--- config.mk ---
export PLATFORM = sky130hd
export DESIGN_NAME = amdc_bank
export DESIGN_NICKNAME = d
export VERILOG_FILES = /design/src/include/amdc_pkg.sv /design/src/amdc_bank.sv
export SDC_FILE = /design/constraint.sdc
export NUM_CORES = 1
export LEC_CHECK = 0
export ABC_AREA = 1
export BUFFER_PORTS_ARGS = -buffer_cell sky130_fd_sc_hd__buf_2
export CORE_ASPECT_RATIO = 0.9
export CORE_MARGIN = 3
export CORE_UTILIZATION = 40
export DETAILED_ROUTE_END_ITERATION = 10
export PLACE_DENSITY = 0.61
export SETUP_SLACK_MARGIN = 0.3
export SLEW_MARGIN = 20
export SYNTH_ARGS = -nofsm -noshare
export SYNTH_HDL_FRONTEND = slang
export SYNTH_SLANG_ARGS = --single-unit
--- constraint.sdc ---
create_clock -name hclk -period 3.1 [get_ports hclk]
set_input_delay 0.155 -clock hclk [delete_from_list [all_inputs] [get_ports hclk]]
set_output_delay 0.155 -clock hclk [all_outputs]
set_load 0.01 [all_outputs]
--- src/include/amdc_pkg.sv ---
// register layout, field positions, reset values and carrier types
// for the auto mute and dither configuration bank.
// assumes one 40 MHz clock domain and a zero-wait ahb-lite slave port.
package amdc_pkg;

    // ==================================================
    // widths
    // ==================================================
    localparam int SAMPLE_W = 24; // modulator input word, two's complement
    localparam int DITHER_W = 11; // q0.11 dc dither value
    localparam int GAIN_W = 8; // gain outputs, unsigned q1.7
    localparam int DITHER_SHIFT = SAMPLE_W - 1 - 5 - DITHER_W; // 1.0 == 1/32 fs

    // ==================================================
    // register indices, byte address is four times the index
    // ==================================================
    localparam logic [7:0] IDX_AUTO_MUTE_CONFIG = 8'h41;
    localparam logic [7:0] IDX_PRIMARY_DITHER_GAIN = 8'h43;
    localparam logic [7:0] IDX_LEFT_DC_DITHER_HIGH = 8'h44;
    localparam logic [7:0] IDX_LEFT_DC_DITHER_LOW = 8'h45;
    localparam logic [7:0] IDX_RIGHT_DC_DITHER_LOW = 8'h46;
    localparam logic [7:0] IDX_RIGHT_DC_DITHER_HIGH = 8'h47;

    // ==================================================
    // reset values
    // ==================================================
    localparam logic [7:0] RST_AUTO_MUTE_CONFIG = 8'h07;
    localparam logic [7:0] RST_PRIMARY_DITHER_GAIN = 8'h00;
    localparam logic [7:0] RST_DC_DITHER = 8'h00;

    // ==================================================
    // field positions
    // ==================================================
    localparam int POS_AUTO_MUTE_PAIRING = 2;
    localparam int POS_AUTO_MUTE_BIT1_ENABLE = 1; // gates the right channel
    localparam int POS_AUTO_MUTE_BIT0_ENABLE = 0; // gates the left channel
    localparam int POS_LEFT_AC = 6;
    localparam int POS_RIGHT_AC = 4;
    localparam int POS_LEFT_ELEMENT = 2;
    localparam int POS_RIGHT_ELEMENT = 0;
    localparam int DC_HIGH_W = 3; // upper dither bits in the high register

    // ==================================================
    // gain encodings, unsigned q1.7
    // ==================================================
    localparam logic [GAIN_W-1:0] GAIN_0P125 = 8'h10;
    localparam logic [GAIN_W-1:0] GAIN_0P25 = 8'h20;
    localparam logic [GAIN_W-1:0] GAIN_0P5 = 8'h40;
    localparam logic [GAIN_W-1:0] GAIN_1P0 = 8'h80;

    // ==================================================
    // carriers
    // ==================================================
    typedef struct packed {
        logic strobe; // one new sample pair this cycle
        logic [SAMPLE_W-1:0] left; // left modulator input
        logic [SAMPLE_W-1:0] right; // right modulator input
    } amdc_sample_type;

    typedef struct packed {
        logic [GAIN_W-1:0] left_ac;
        logic [GAIN_W-1:0] right_ac;
        logic [GAIN_W-1:0] left_element;
        logic [GAIN_W-1:0] right_element;
    } amdc_gain_type;

endpackage : amdc_pkg

--- src/amdc_bank.sv ---
// auto mute grouping and primary modulator dither bank, with ahb-lite
// register access, zero-sample detection, mute flags and dc dither add.
// assumes samples and the zero-detect length come from logic on hclk.
`timescale 1ns/100ps
`default_nettype none

module amdc_bank #(
    parameter int ZERO_CNT_W = 16 // width of the zero run counter
) (
    input wire logic hclk,
    input wire logic hresetn,
    input wire logic hsel,
    input wire logic [31:0] haddr,
    input wire logic [1:0] htrans,
    input wire logic hwrite,
    input wire logic [2:0] hsize,
    input wire logic [31:0] hwdata,
    input wire logic hready,
    output logic hreadyout,
    output logic [31:0] hrdata,
    output logic hresp,
    input wire logic [ZERO_CNT_W-1:0] zero_detect_duration_reg,
    input wire amdc_pkg::amdc_sample_type sample_in,
    output amdc_pkg::amdc_sample_type sample_out,
    output logic left_auto_mute,
    output logic right_auto_mute,
    output amdc_pkg::amdc_gain_type gain_out
);

    // ==================================================
    // elaboration checks
    // ==================================================
    if (ZERO_CNT_W < 1 || ZERO_CNT_W > 31) begin : g_bad_width
        $error("zero counter width out of range");
    end
    if (amdc_pkg::DITHER_SHIFT < 0) begin : g_bad_shift
        $error("sample word too narrow for dc dither");
    end

    // ==================================================
    // state
    // ==================================================
    typedef struct packed {
        logic [7:0] auto_mute_config; // pairing and enables
        logic [7:0] primary_dither_gain; // ac and element gain codes
        logic [7:0] left_dc_dither_high;
        logic [7:0] left_dc_dither_low;
        logic [7:0] right_dc_dither_low;
        logic [7:0] right_dc_dither_high;
        logic wr_pend; // write data phase pending
        logic [7:0] wr_idx; // index of pending write
        logic [31:0] rdata; // read data for the data phase
        logic [ZERO_CNT_W-1:0] left_zeros; // consecutive zero run
        logic [ZERO_CNT_W-1:0] right_zeros;
        logic left_mute;
        logic right_mute;
        amdc_pkg::amdc_sample_type out; // dithered samples
        amdc_pkg::amdc_gain_type gain; // decoded gains
    } amdc_state_type;

    amdc_state_type state; // registered state
    amdc_state_type next_state; // combinational next state

    // ==================================================
    // helpers
    // ==================================================
    // register readback by index, zero for unmapped
    function automatic logic [7:0] amdc_read(input amdc_state_type s, input logic [7:0] idx);
        case (idx)
            amdc_pkg::IDX_AUTO_MUTE_CONFIG: amdc_read = s.auto_mute_config;
            amdc_pkg::IDX_PRIMARY_DITHER_GAIN: amdc_read = s.primary_dither_gain;
            amdc_pkg::IDX_LEFT_DC_DITHER_HIGH: amdc_read = s.left_dc_dither_high;
            amdc_pkg::IDX_LEFT_DC_DITHER_LOW: amdc_read = s.left_dc_dither_low;
            amdc_pkg::IDX_RIGHT_DC_DITHER_LOW: amdc_read = s.right_dc_dither_low;
            amdc_pkg::IDX_RIGHT_DC_DITHER_HIGH: amdc_read = s.right_dc_dither_high;
            default: amdc_read = 8'h00;
        endcase
    endfunction : amdc_read

    // ac dither gain decode; codes above 01 fall back to the smallest gain
    function automatic logic [amdc_pkg::GAIN_W-1:0] amdc_ac_gain(input logic [1:0] code);
        case (code)
            2'h1: amdc_ac_gain = amdc_pkg::GAIN_0P25;
            default: amdc_ac_gain = amdc_pkg::GAIN_0P125;
        endcase
    endfunction : amdc_ac_gain

    // element dither gain decode; reserved codes must not be written
    function automatic logic [amdc_pkg::GAIN_W-1:0] amdc_element_gain(input logic [1:0] code);
        case (code)
            2'h1: amdc_element_gain = amdc_pkg::GAIN_1P0;
            default: amdc_element_gain = amdc_pkg::GAIN_0P5;
        endcase
    endfunction : amdc_element_gain

    // zero run counter step, saturating so long silence stays qualified
    function automatic logic [ZERO_CNT_W-1:0] amdc_zero_step(
        input logic [ZERO_CNT_W-1:0] cnt,
        input logic [amdc_pkg::SAMPLE_W-1:0] smp
    );
        if (smp != '0) begin
            amdc_zero_step = '0;
        end else if (cnt == '1) begin
            amdc_zero_step = cnt;
        end else begin
            amdc_zero_step = cnt + 1'b1;
        end
    endfunction : amdc_zero_step

    // dc dither add: the code lsb weighs 2^-11 of fs/32
    function automatic logic [amdc_pkg::SAMPLE_W-1:0] amdc_add_dither(
        input logic [amdc_pkg::SAMPLE_W-1:0] smp,
        input logic [amdc_pkg::DITHER_W-1:0] code
    );
        logic [amdc_pkg::SAMPLE_W-1:0] wide;
        wide = amdc_pkg::SAMPLE_W'(code) << amdc_pkg::DITHER_SHIFT;
        amdc_add_dither = smp + wide;
    endfunction : amdc_add_dither

    // ==================================================
    // decoded views of the registers
    // ==================================================
    logic pairing; // auto_mute_pairing
    logic left_enable; // from auto_mute_bit0_enable
    logic right_enable; // from auto_mute_bit1_enable
    logic left_qual; // left run long enough and enabled
    logic right_qual;
    logic left_run; // raw zero run reached duration
    logic right_run;
    logic [amdc_pkg::DITHER_W-1:0] left_primary_dc_offset;
    logic [amdc_pkg::DITHER_W-1:0] right_primary_dc_offset;
    logic addr_phase; // valid transfer taken this cycle

    always_comb begin
        pairing = state.auto_mute_config[amdc_pkg::POS_AUTO_MUTE_PAIRING];
        right_enable = state.auto_mute_config[amdc_pkg::POS_AUTO_MUTE_BIT1_ENABLE];
        left_enable = state.auto_mute_config[amdc_pkg::POS_AUTO_MUTE_BIT0_ENABLE];
        // zero run reaches length; an empty run never qualifies, so a zero length qualifies after one zero
        left_run = (state.left_zeros != '0) && (state.left_zeros >= zero_detect_duration_reg);
        right_run = (state.right_zeros != '0) && (state.right_zeros >= zero_detect_duration_reg);
        left_qual = left_run && left_enable;
        right_qual = right_run && right_enable;
        left_primary_dc_offset = {state.left_dc_dither_high[amdc_pkg::DC_HIGH_W-1:0],
                                  state.left_dc_dither_low};
        right_primary_dc_offset = {state.right_dc_dither_high[amdc_pkg::DC_HIGH_W-1:0],
                                   state.right_dc_dither_low};
        addr_phase = hsel && hready && htrans[1];
    end

    // ==================================================
    // next state
    // ==================================================
    always_comb begin
        next_state = state;
        // bus: write lands in the data phase, read data is prepared early
        next_state.wr_pend = addr_phase && hwrite;
        next_state.wr_idx = haddr[9:2];
        if (addr_phase && !hwrite) begin
            next_state.rdata = {24'h000000, amdc_read(state, haddr[9:2])};
        end else begin
            next_state.rdata = 32'h00000000;
        end
        if (state.wr_pend) begin
            case (state.wr_idx)
                amdc_pkg::IDX_AUTO_MUTE_CONFIG: begin
                    next_state.auto_mute_config = hwdata[7:0];
                end
                amdc_pkg::IDX_PRIMARY_DITHER_GAIN: begin
                    next_state.primary_dither_gain = hwdata[7:0];
                end
                amdc_pkg::IDX_LEFT_DC_DITHER_HIGH: begin
                    next_state.left_dc_dither_high = hwdata[7:0];
                end
                amdc_pkg::IDX_LEFT_DC_DITHER_LOW: begin
                    next_state.left_dc_dither_low = hwdata[7:0];
                end
                amdc_pkg::IDX_RIGHT_DC_DITHER_LOW: begin
                    next_state.right_dc_dither_low = hwdata[7:0];
                end
                amdc_pkg::IDX_RIGHT_DC_DITHER_HIGH: begin
                    next_state.right_dc_dither_high = hwdata[7:0];
                end
                default: begin
                    // unmapped writes are dropped
                end
            endcase
        end
        next_state.out.strobe = sample_in.strobe;
        if (sample_in.strobe) begin
            next_state.left_zeros = amdc_zero_step(state.left_zeros, sample_in.left);
            next_state.right_zeros = amdc_zero_step(state.right_zeros, sample_in.right);
            next_state.out.left = amdc_add_dither(sample_in.left, left_primary_dc_offset);
            next_state.out.right = amdc_add_dither(sample_in.right, right_primary_dc_offset);
        end
        if (pairing) begin
            next_state.left_mute = left_qual && right_qual;
            next_state.right_mute = left_qual && right_qual;
        end else begin
            next_state.left_mute = left_qual;
            next_state.right_mute = right_qual;
        end
        next_state.gain.left_ac = amdc_ac_gain(state.primary_dither_gain[amdc_pkg::POS_LEFT_AC +: 2]);
        next_state.gain.right_ac = amdc_ac_gain(state.primary_dither_gain[amdc_pkg::POS_RIGHT_AC +: 2]);
        next_state.gain.left_element =
            amdc_element_gain(state.primary_dither_gain[amdc_pkg::POS_LEFT_ELEMENT +: 2]);
        next_state.gain.right_element =
            amdc_element_gain(state.primary_dither_gain[amdc_pkg::POS_RIGHT_ELEMENT +: 2]);
    end

    // ==================================================
    // state register
    // ==================================================
    always_ff @(posedge hclk or negedge hresetn) begin
        if (!hresetn) begin
            state <= '0;
            state.auto_mute_config <= amdc_pkg::RST_AUTO_MUTE_CONFIG;
            state.primary_dither_gain <= amdc_pkg::RST_PRIMARY_DITHER_GAIN;
            state.left_dc_dither_high <= amdc_pkg::RST_DC_DITHER;
            state.left_dc_dither_low <= amdc_pkg::RST_DC_DITHER;
            state.right_dc_dither_low <= amdc_pkg::RST_DC_DITHER;
            state.right_dc_dither_high <= amdc_pkg::RST_DC_DITHER;
            state.gain <= {amdc_pkg::GAIN_0P125, amdc_pkg::GAIN_0P125,
                           amdc_pkg::GAIN_0P5, amdc_pkg::GAIN_0P5};
        end else begin
            state <= next_state;
        end
    end

    // ==================================================
    // outputs
    // ==================================================
    // zero wait states, so the slave is always ready and always okay
    assign hreadyout = 1'b1;
    assign hresp = 1'b0;
    assign hrdata = state.rdata;
    assign sample_out = state.out;
    assign left_auto_mute = state.left_mute;
    assign right_auto_mute = state.right_mute;
    assign gain_out = state.gain;
endmodule : amdc_bank

`default_nettype wire

==> impl_metrics.env <==
export IMPL_final_area_sq_um=11500
export IMPL_num_io_pins=256
export IMPL_cp_slowest_stage_delay_ps=540
export IMPL_skew_ps=11.6
export IMPL_insertion_delay_ps=430
export IMPL_synthesis_area_sq_um=10200
export IMPL_dp_final_hpwl_um=20200
export IMPL_synth_simple_gate_area_share_pct=29.2
export IMPL_grt_max_degree=70
export IMPL_die_h_um=158
export IMPL_synth_top_family_by_area="simple AND/OR/NAND/NOR gates"
export IMPL_ys_types=39
export IMPL_fin_crit_ps=2030
export IMPL_post_cts_resized=0
export IMPL_power_density_nw_per_um2=428
export IMPL_h_tree_depth=4
export IMPL_grt_pass1_vias=8358
export IMPL_synth_seq_cells=156
export IMPL_drt_iter0_drc=552
export IMPL_seq_area_frac_synth_pct=38.3
export IMPL_relSlewSlack_pct=50.5
export IMPL_tns_ps=0
export IMPL_grtUsageTotal_pct=19.6
export IMPL_row_count=54
export IMPL_hold_viol=0
export IMPL_fin_crit_sh_pct=65.5
export IMPL_start_util_pct=41.4
export IMPL_worstSetupEndpointType="flop"
export IMPL_avgViaCountPerCell=4.87
export IMPL_tightest_slew_ps=742
export IMPL_numClockSinks=156
export IMPL_crit_required_ps=3380
export IMPL_p_leak_nw=5.91
export IMPL_clock_fmax_ghz=0.493
export IMPL_finalWirelength_um=26700
export IMPL_drv_slew=0
export IMPL_worstSetupStartpointType="primary input"
export IMPL_rsz0062_at_grt="false"
export IMPL_clk_pin_slew_ps=60
export IMPL_synth_warnings=0
export IMPL_grt_pass1_wl_um=43400
export IMPL_syn_inst=1360
export IMPL_synthMuxAreaShare_pct=0
export IMPL_cap_violations=0
export IMPL_core_sq_um=24700
export IMPL_ir_worst_vdd_mv=0.278
export IMPL_status="finished clean"
export IMPL_die_area_sq_um=27500
export IMPL_synth_xor_xnor_area_share_pct=2.66
export IMPL_io_buffers=153
export IMPL_cts_setup_buffers=0
export IMPL_utilization_pct=46.5
export IMPL_routabilityCongestion=0.905
export IMPL_ctsHoldBuffers=22
export IMPL_synthAdderAreaFrac_pct=7.50
export IMPL_root_buffer="clkbuf_16"
export IMPL_arrival_ps=2310
export IMPL_numCtsBuffers=17
export IMPL_syn_area_per_cell_sq_um=7.50
export IMPL_dp_slack_ps=1130
export IMPL_area_growth_pct=12.4
export IMPL_setup_violations=0
export IMPL_place_area_sq_um=10700
export IMPL_cp_max_fo=18
export IMPL_drive_above_1_share_pct=14.9
export IMPL_cts_tree="yes"
export IMPL_overflow=0
export IMPL_drc=0
export IMPL_detail_route_antenna_nets=0
export IMPL_antenna_found_initial=0
export IMPL_clk_path_buf_depth=2
export IMPL_die_w_um=174
export IMPL_dr_pass1_iters=5
export IMPL_layout_setup_ws_ps=1070
export IMPL_final_nets=1662
export IMPL_path_cells="dlygate4sd3_1 > buf_2 > or2_1 > nor3_1 > nand3_1 > nor2_1 > nor2_2 > nand2_1 > o21ai_0"
export IMPL_hp_class="in2reg"
export IMPL_n_antenna_cell=0
export IMPL_crit_slowest_cell="dlygate4sd3_1"
export IMPL_synth_compound_gate_area_share_pct=7.65
export IMPL_path_class="in2reg"
export IMPL_wl_per_cell_um=14.7
export IMPL_via_count=8830
worst max-delay path, delay by kind of cell:
family / cells / cell delay [ps]
AOI/OAI and AO/OA: 1 / 70
buffers and inverters: 2 / 680
and+or+nand+nor: 6 / 1400
worst paths after layout:
check                           cells after the start  slack (ps)                  startpoint             end
worst max-delay path                                9        1070               sample_in[26]      state[102]
worst min-delay path                                4          30               sample_in[44]  sample_out[44]
worst max register to register                      9        1100  right_primary_dc_offset[0]  sample_out[15]
worst min register to register                      2         470              sample_out[30]  sample_out[30]
max in group asynchronous                           3        1900                     hresetn     gain_out[6]
min in group asynchronous                           2         300                     hresetn   sample_out[4]
metal layers:
layer	routed length (um)	part of all wire, %	vias to the layer above	track usage, %
li1	-	-	4489	-
met1	13500	50	4092	29.0
met2	11500	43	238	30.2
met3	1500	5.6	11	3.62
met4	210	0.79	0	4.02
met5	0	0	-	0
stage by stage:
stage | hold slack, ps | cells | power, W
after global placement | 209 | 1758 | 0.00282
after floorplan | -141 | 1408 | 0.00269
after CTS | 1.51 | 1812 | 0.00497
final | 27.1 | 1812 | 0.00491
after detailed placement | 201 | 1758 | 0.00283
after global routing | 30.6 | 1812 | 0.00516
logic make-up after synthesis:
logic type | count (synthesis)
compound gates | 146
xor+xnor | 31
fa+ha+maj | 60
buf+inv | 279
flops | 156
other cells | 2
simple gates | 686
cell usage in the layout, fill, tap and decap left out, drive strengths merged, types with 2 or more instances in the layout:
cell type    Yosys  final
nand2          353    353
buf            125    165
dfrtp          149    149
inv            127    129
nor2           120    120
nand3          111    111
o21ai           86     86
nand4           66     66
ha              58     58
conb             2     50
a21oi           41     41
xor2            28     28
dlygate4sd3      0     22
nor3            22     22
clkbuf          26     20
o21a             8      8
dfstp            7      7
o21bai           6      6
or2              6      6
clkinv           1      5
clkinvlp         0      4
xnor2            3      3
nor4             3      3
a21o             2      2
and2             2      2
fa               2      2
bufinv           0      2
state kept, by name (all words and copies together), names as in the netlist:
| register | flops |
|---|---|
| right_primary_dc_offset | 11 |
| state | 64 |
| sample_out | 49 |
| gain_out | 8 |
| pairing | 1 |
| right_enable | 1 |
| left_auto_mute | 1 |
| hrdata | 8 |
| left_primary_dc_offset | 11 |
| left_enable | 1 |
| right_auto_mute | 1 |
cell type report:
| cell class | instances | area (sq um) |
|---|---|---|
| Inverter | 128 | 480 |
| Fill cell | 2553 | 13200 |
| Sequential cell | 156 | 3910 |
| Multi-Input combinational cell | 973 | 4980 |
| Clock inverter | 12 | 139 |
| Tap cell | 336 | 420 |
| Clock buffer | 20 | 447 |
| Timing Repair Buffer | 187 | 1080 |
power breakdown:
part / total (W) / internal, W / switching (W)
registers: 0.00217 / 0.00212 / 0.0000478
clock network: 0.00209 / 0.00121 / 0.000875
logic: 0.000647 / 0.000227 / 0.000420
cells in the mapped netlist:
cell	instances	area, sq um
nor3_1	20	100
nor2_1	118	443
or2_1	2	12.5
buf_1	3	11.3
ha_1	58	726
nand3b_1	1	7.51
buf_2	6	30.0
nand2_1	353	1330
dfrtp_1	149	3730
nand3_1	111	556
inv_2	6	22.5
nor2_2	2	12.5
dfstp_2	7	184
a21boi_0	1	7.51
o21ai_2	1	8.76
nor4_1	2	12.5
nor4b_1	1	8.76
a21oi_1	41	205
a31oi_1	1	6.26
nor4_4	1	21.3
clkinv_1	1	3.75
or2_2	4	25.0
xor2_1	28	245
a211oi_1	1	7.51
and2_1	2	12.5
nor3_2	2	20.0
inv_1	121	454
conb_1	2	7.51
fa_1	2	40.0
o21ai_0	41	205
xnor2_1	3	26.3
buf_4	116	871
clkbuf_1	26	97.6
nor3b_1	1	7.51
o21bai_1	6	45.0
a21o_1	2	15.0
o21ai_1	44	220
o21a_1	8	60.1
nand4_1	66	413
Note: power is estimated with default switching activity, not from simulation.
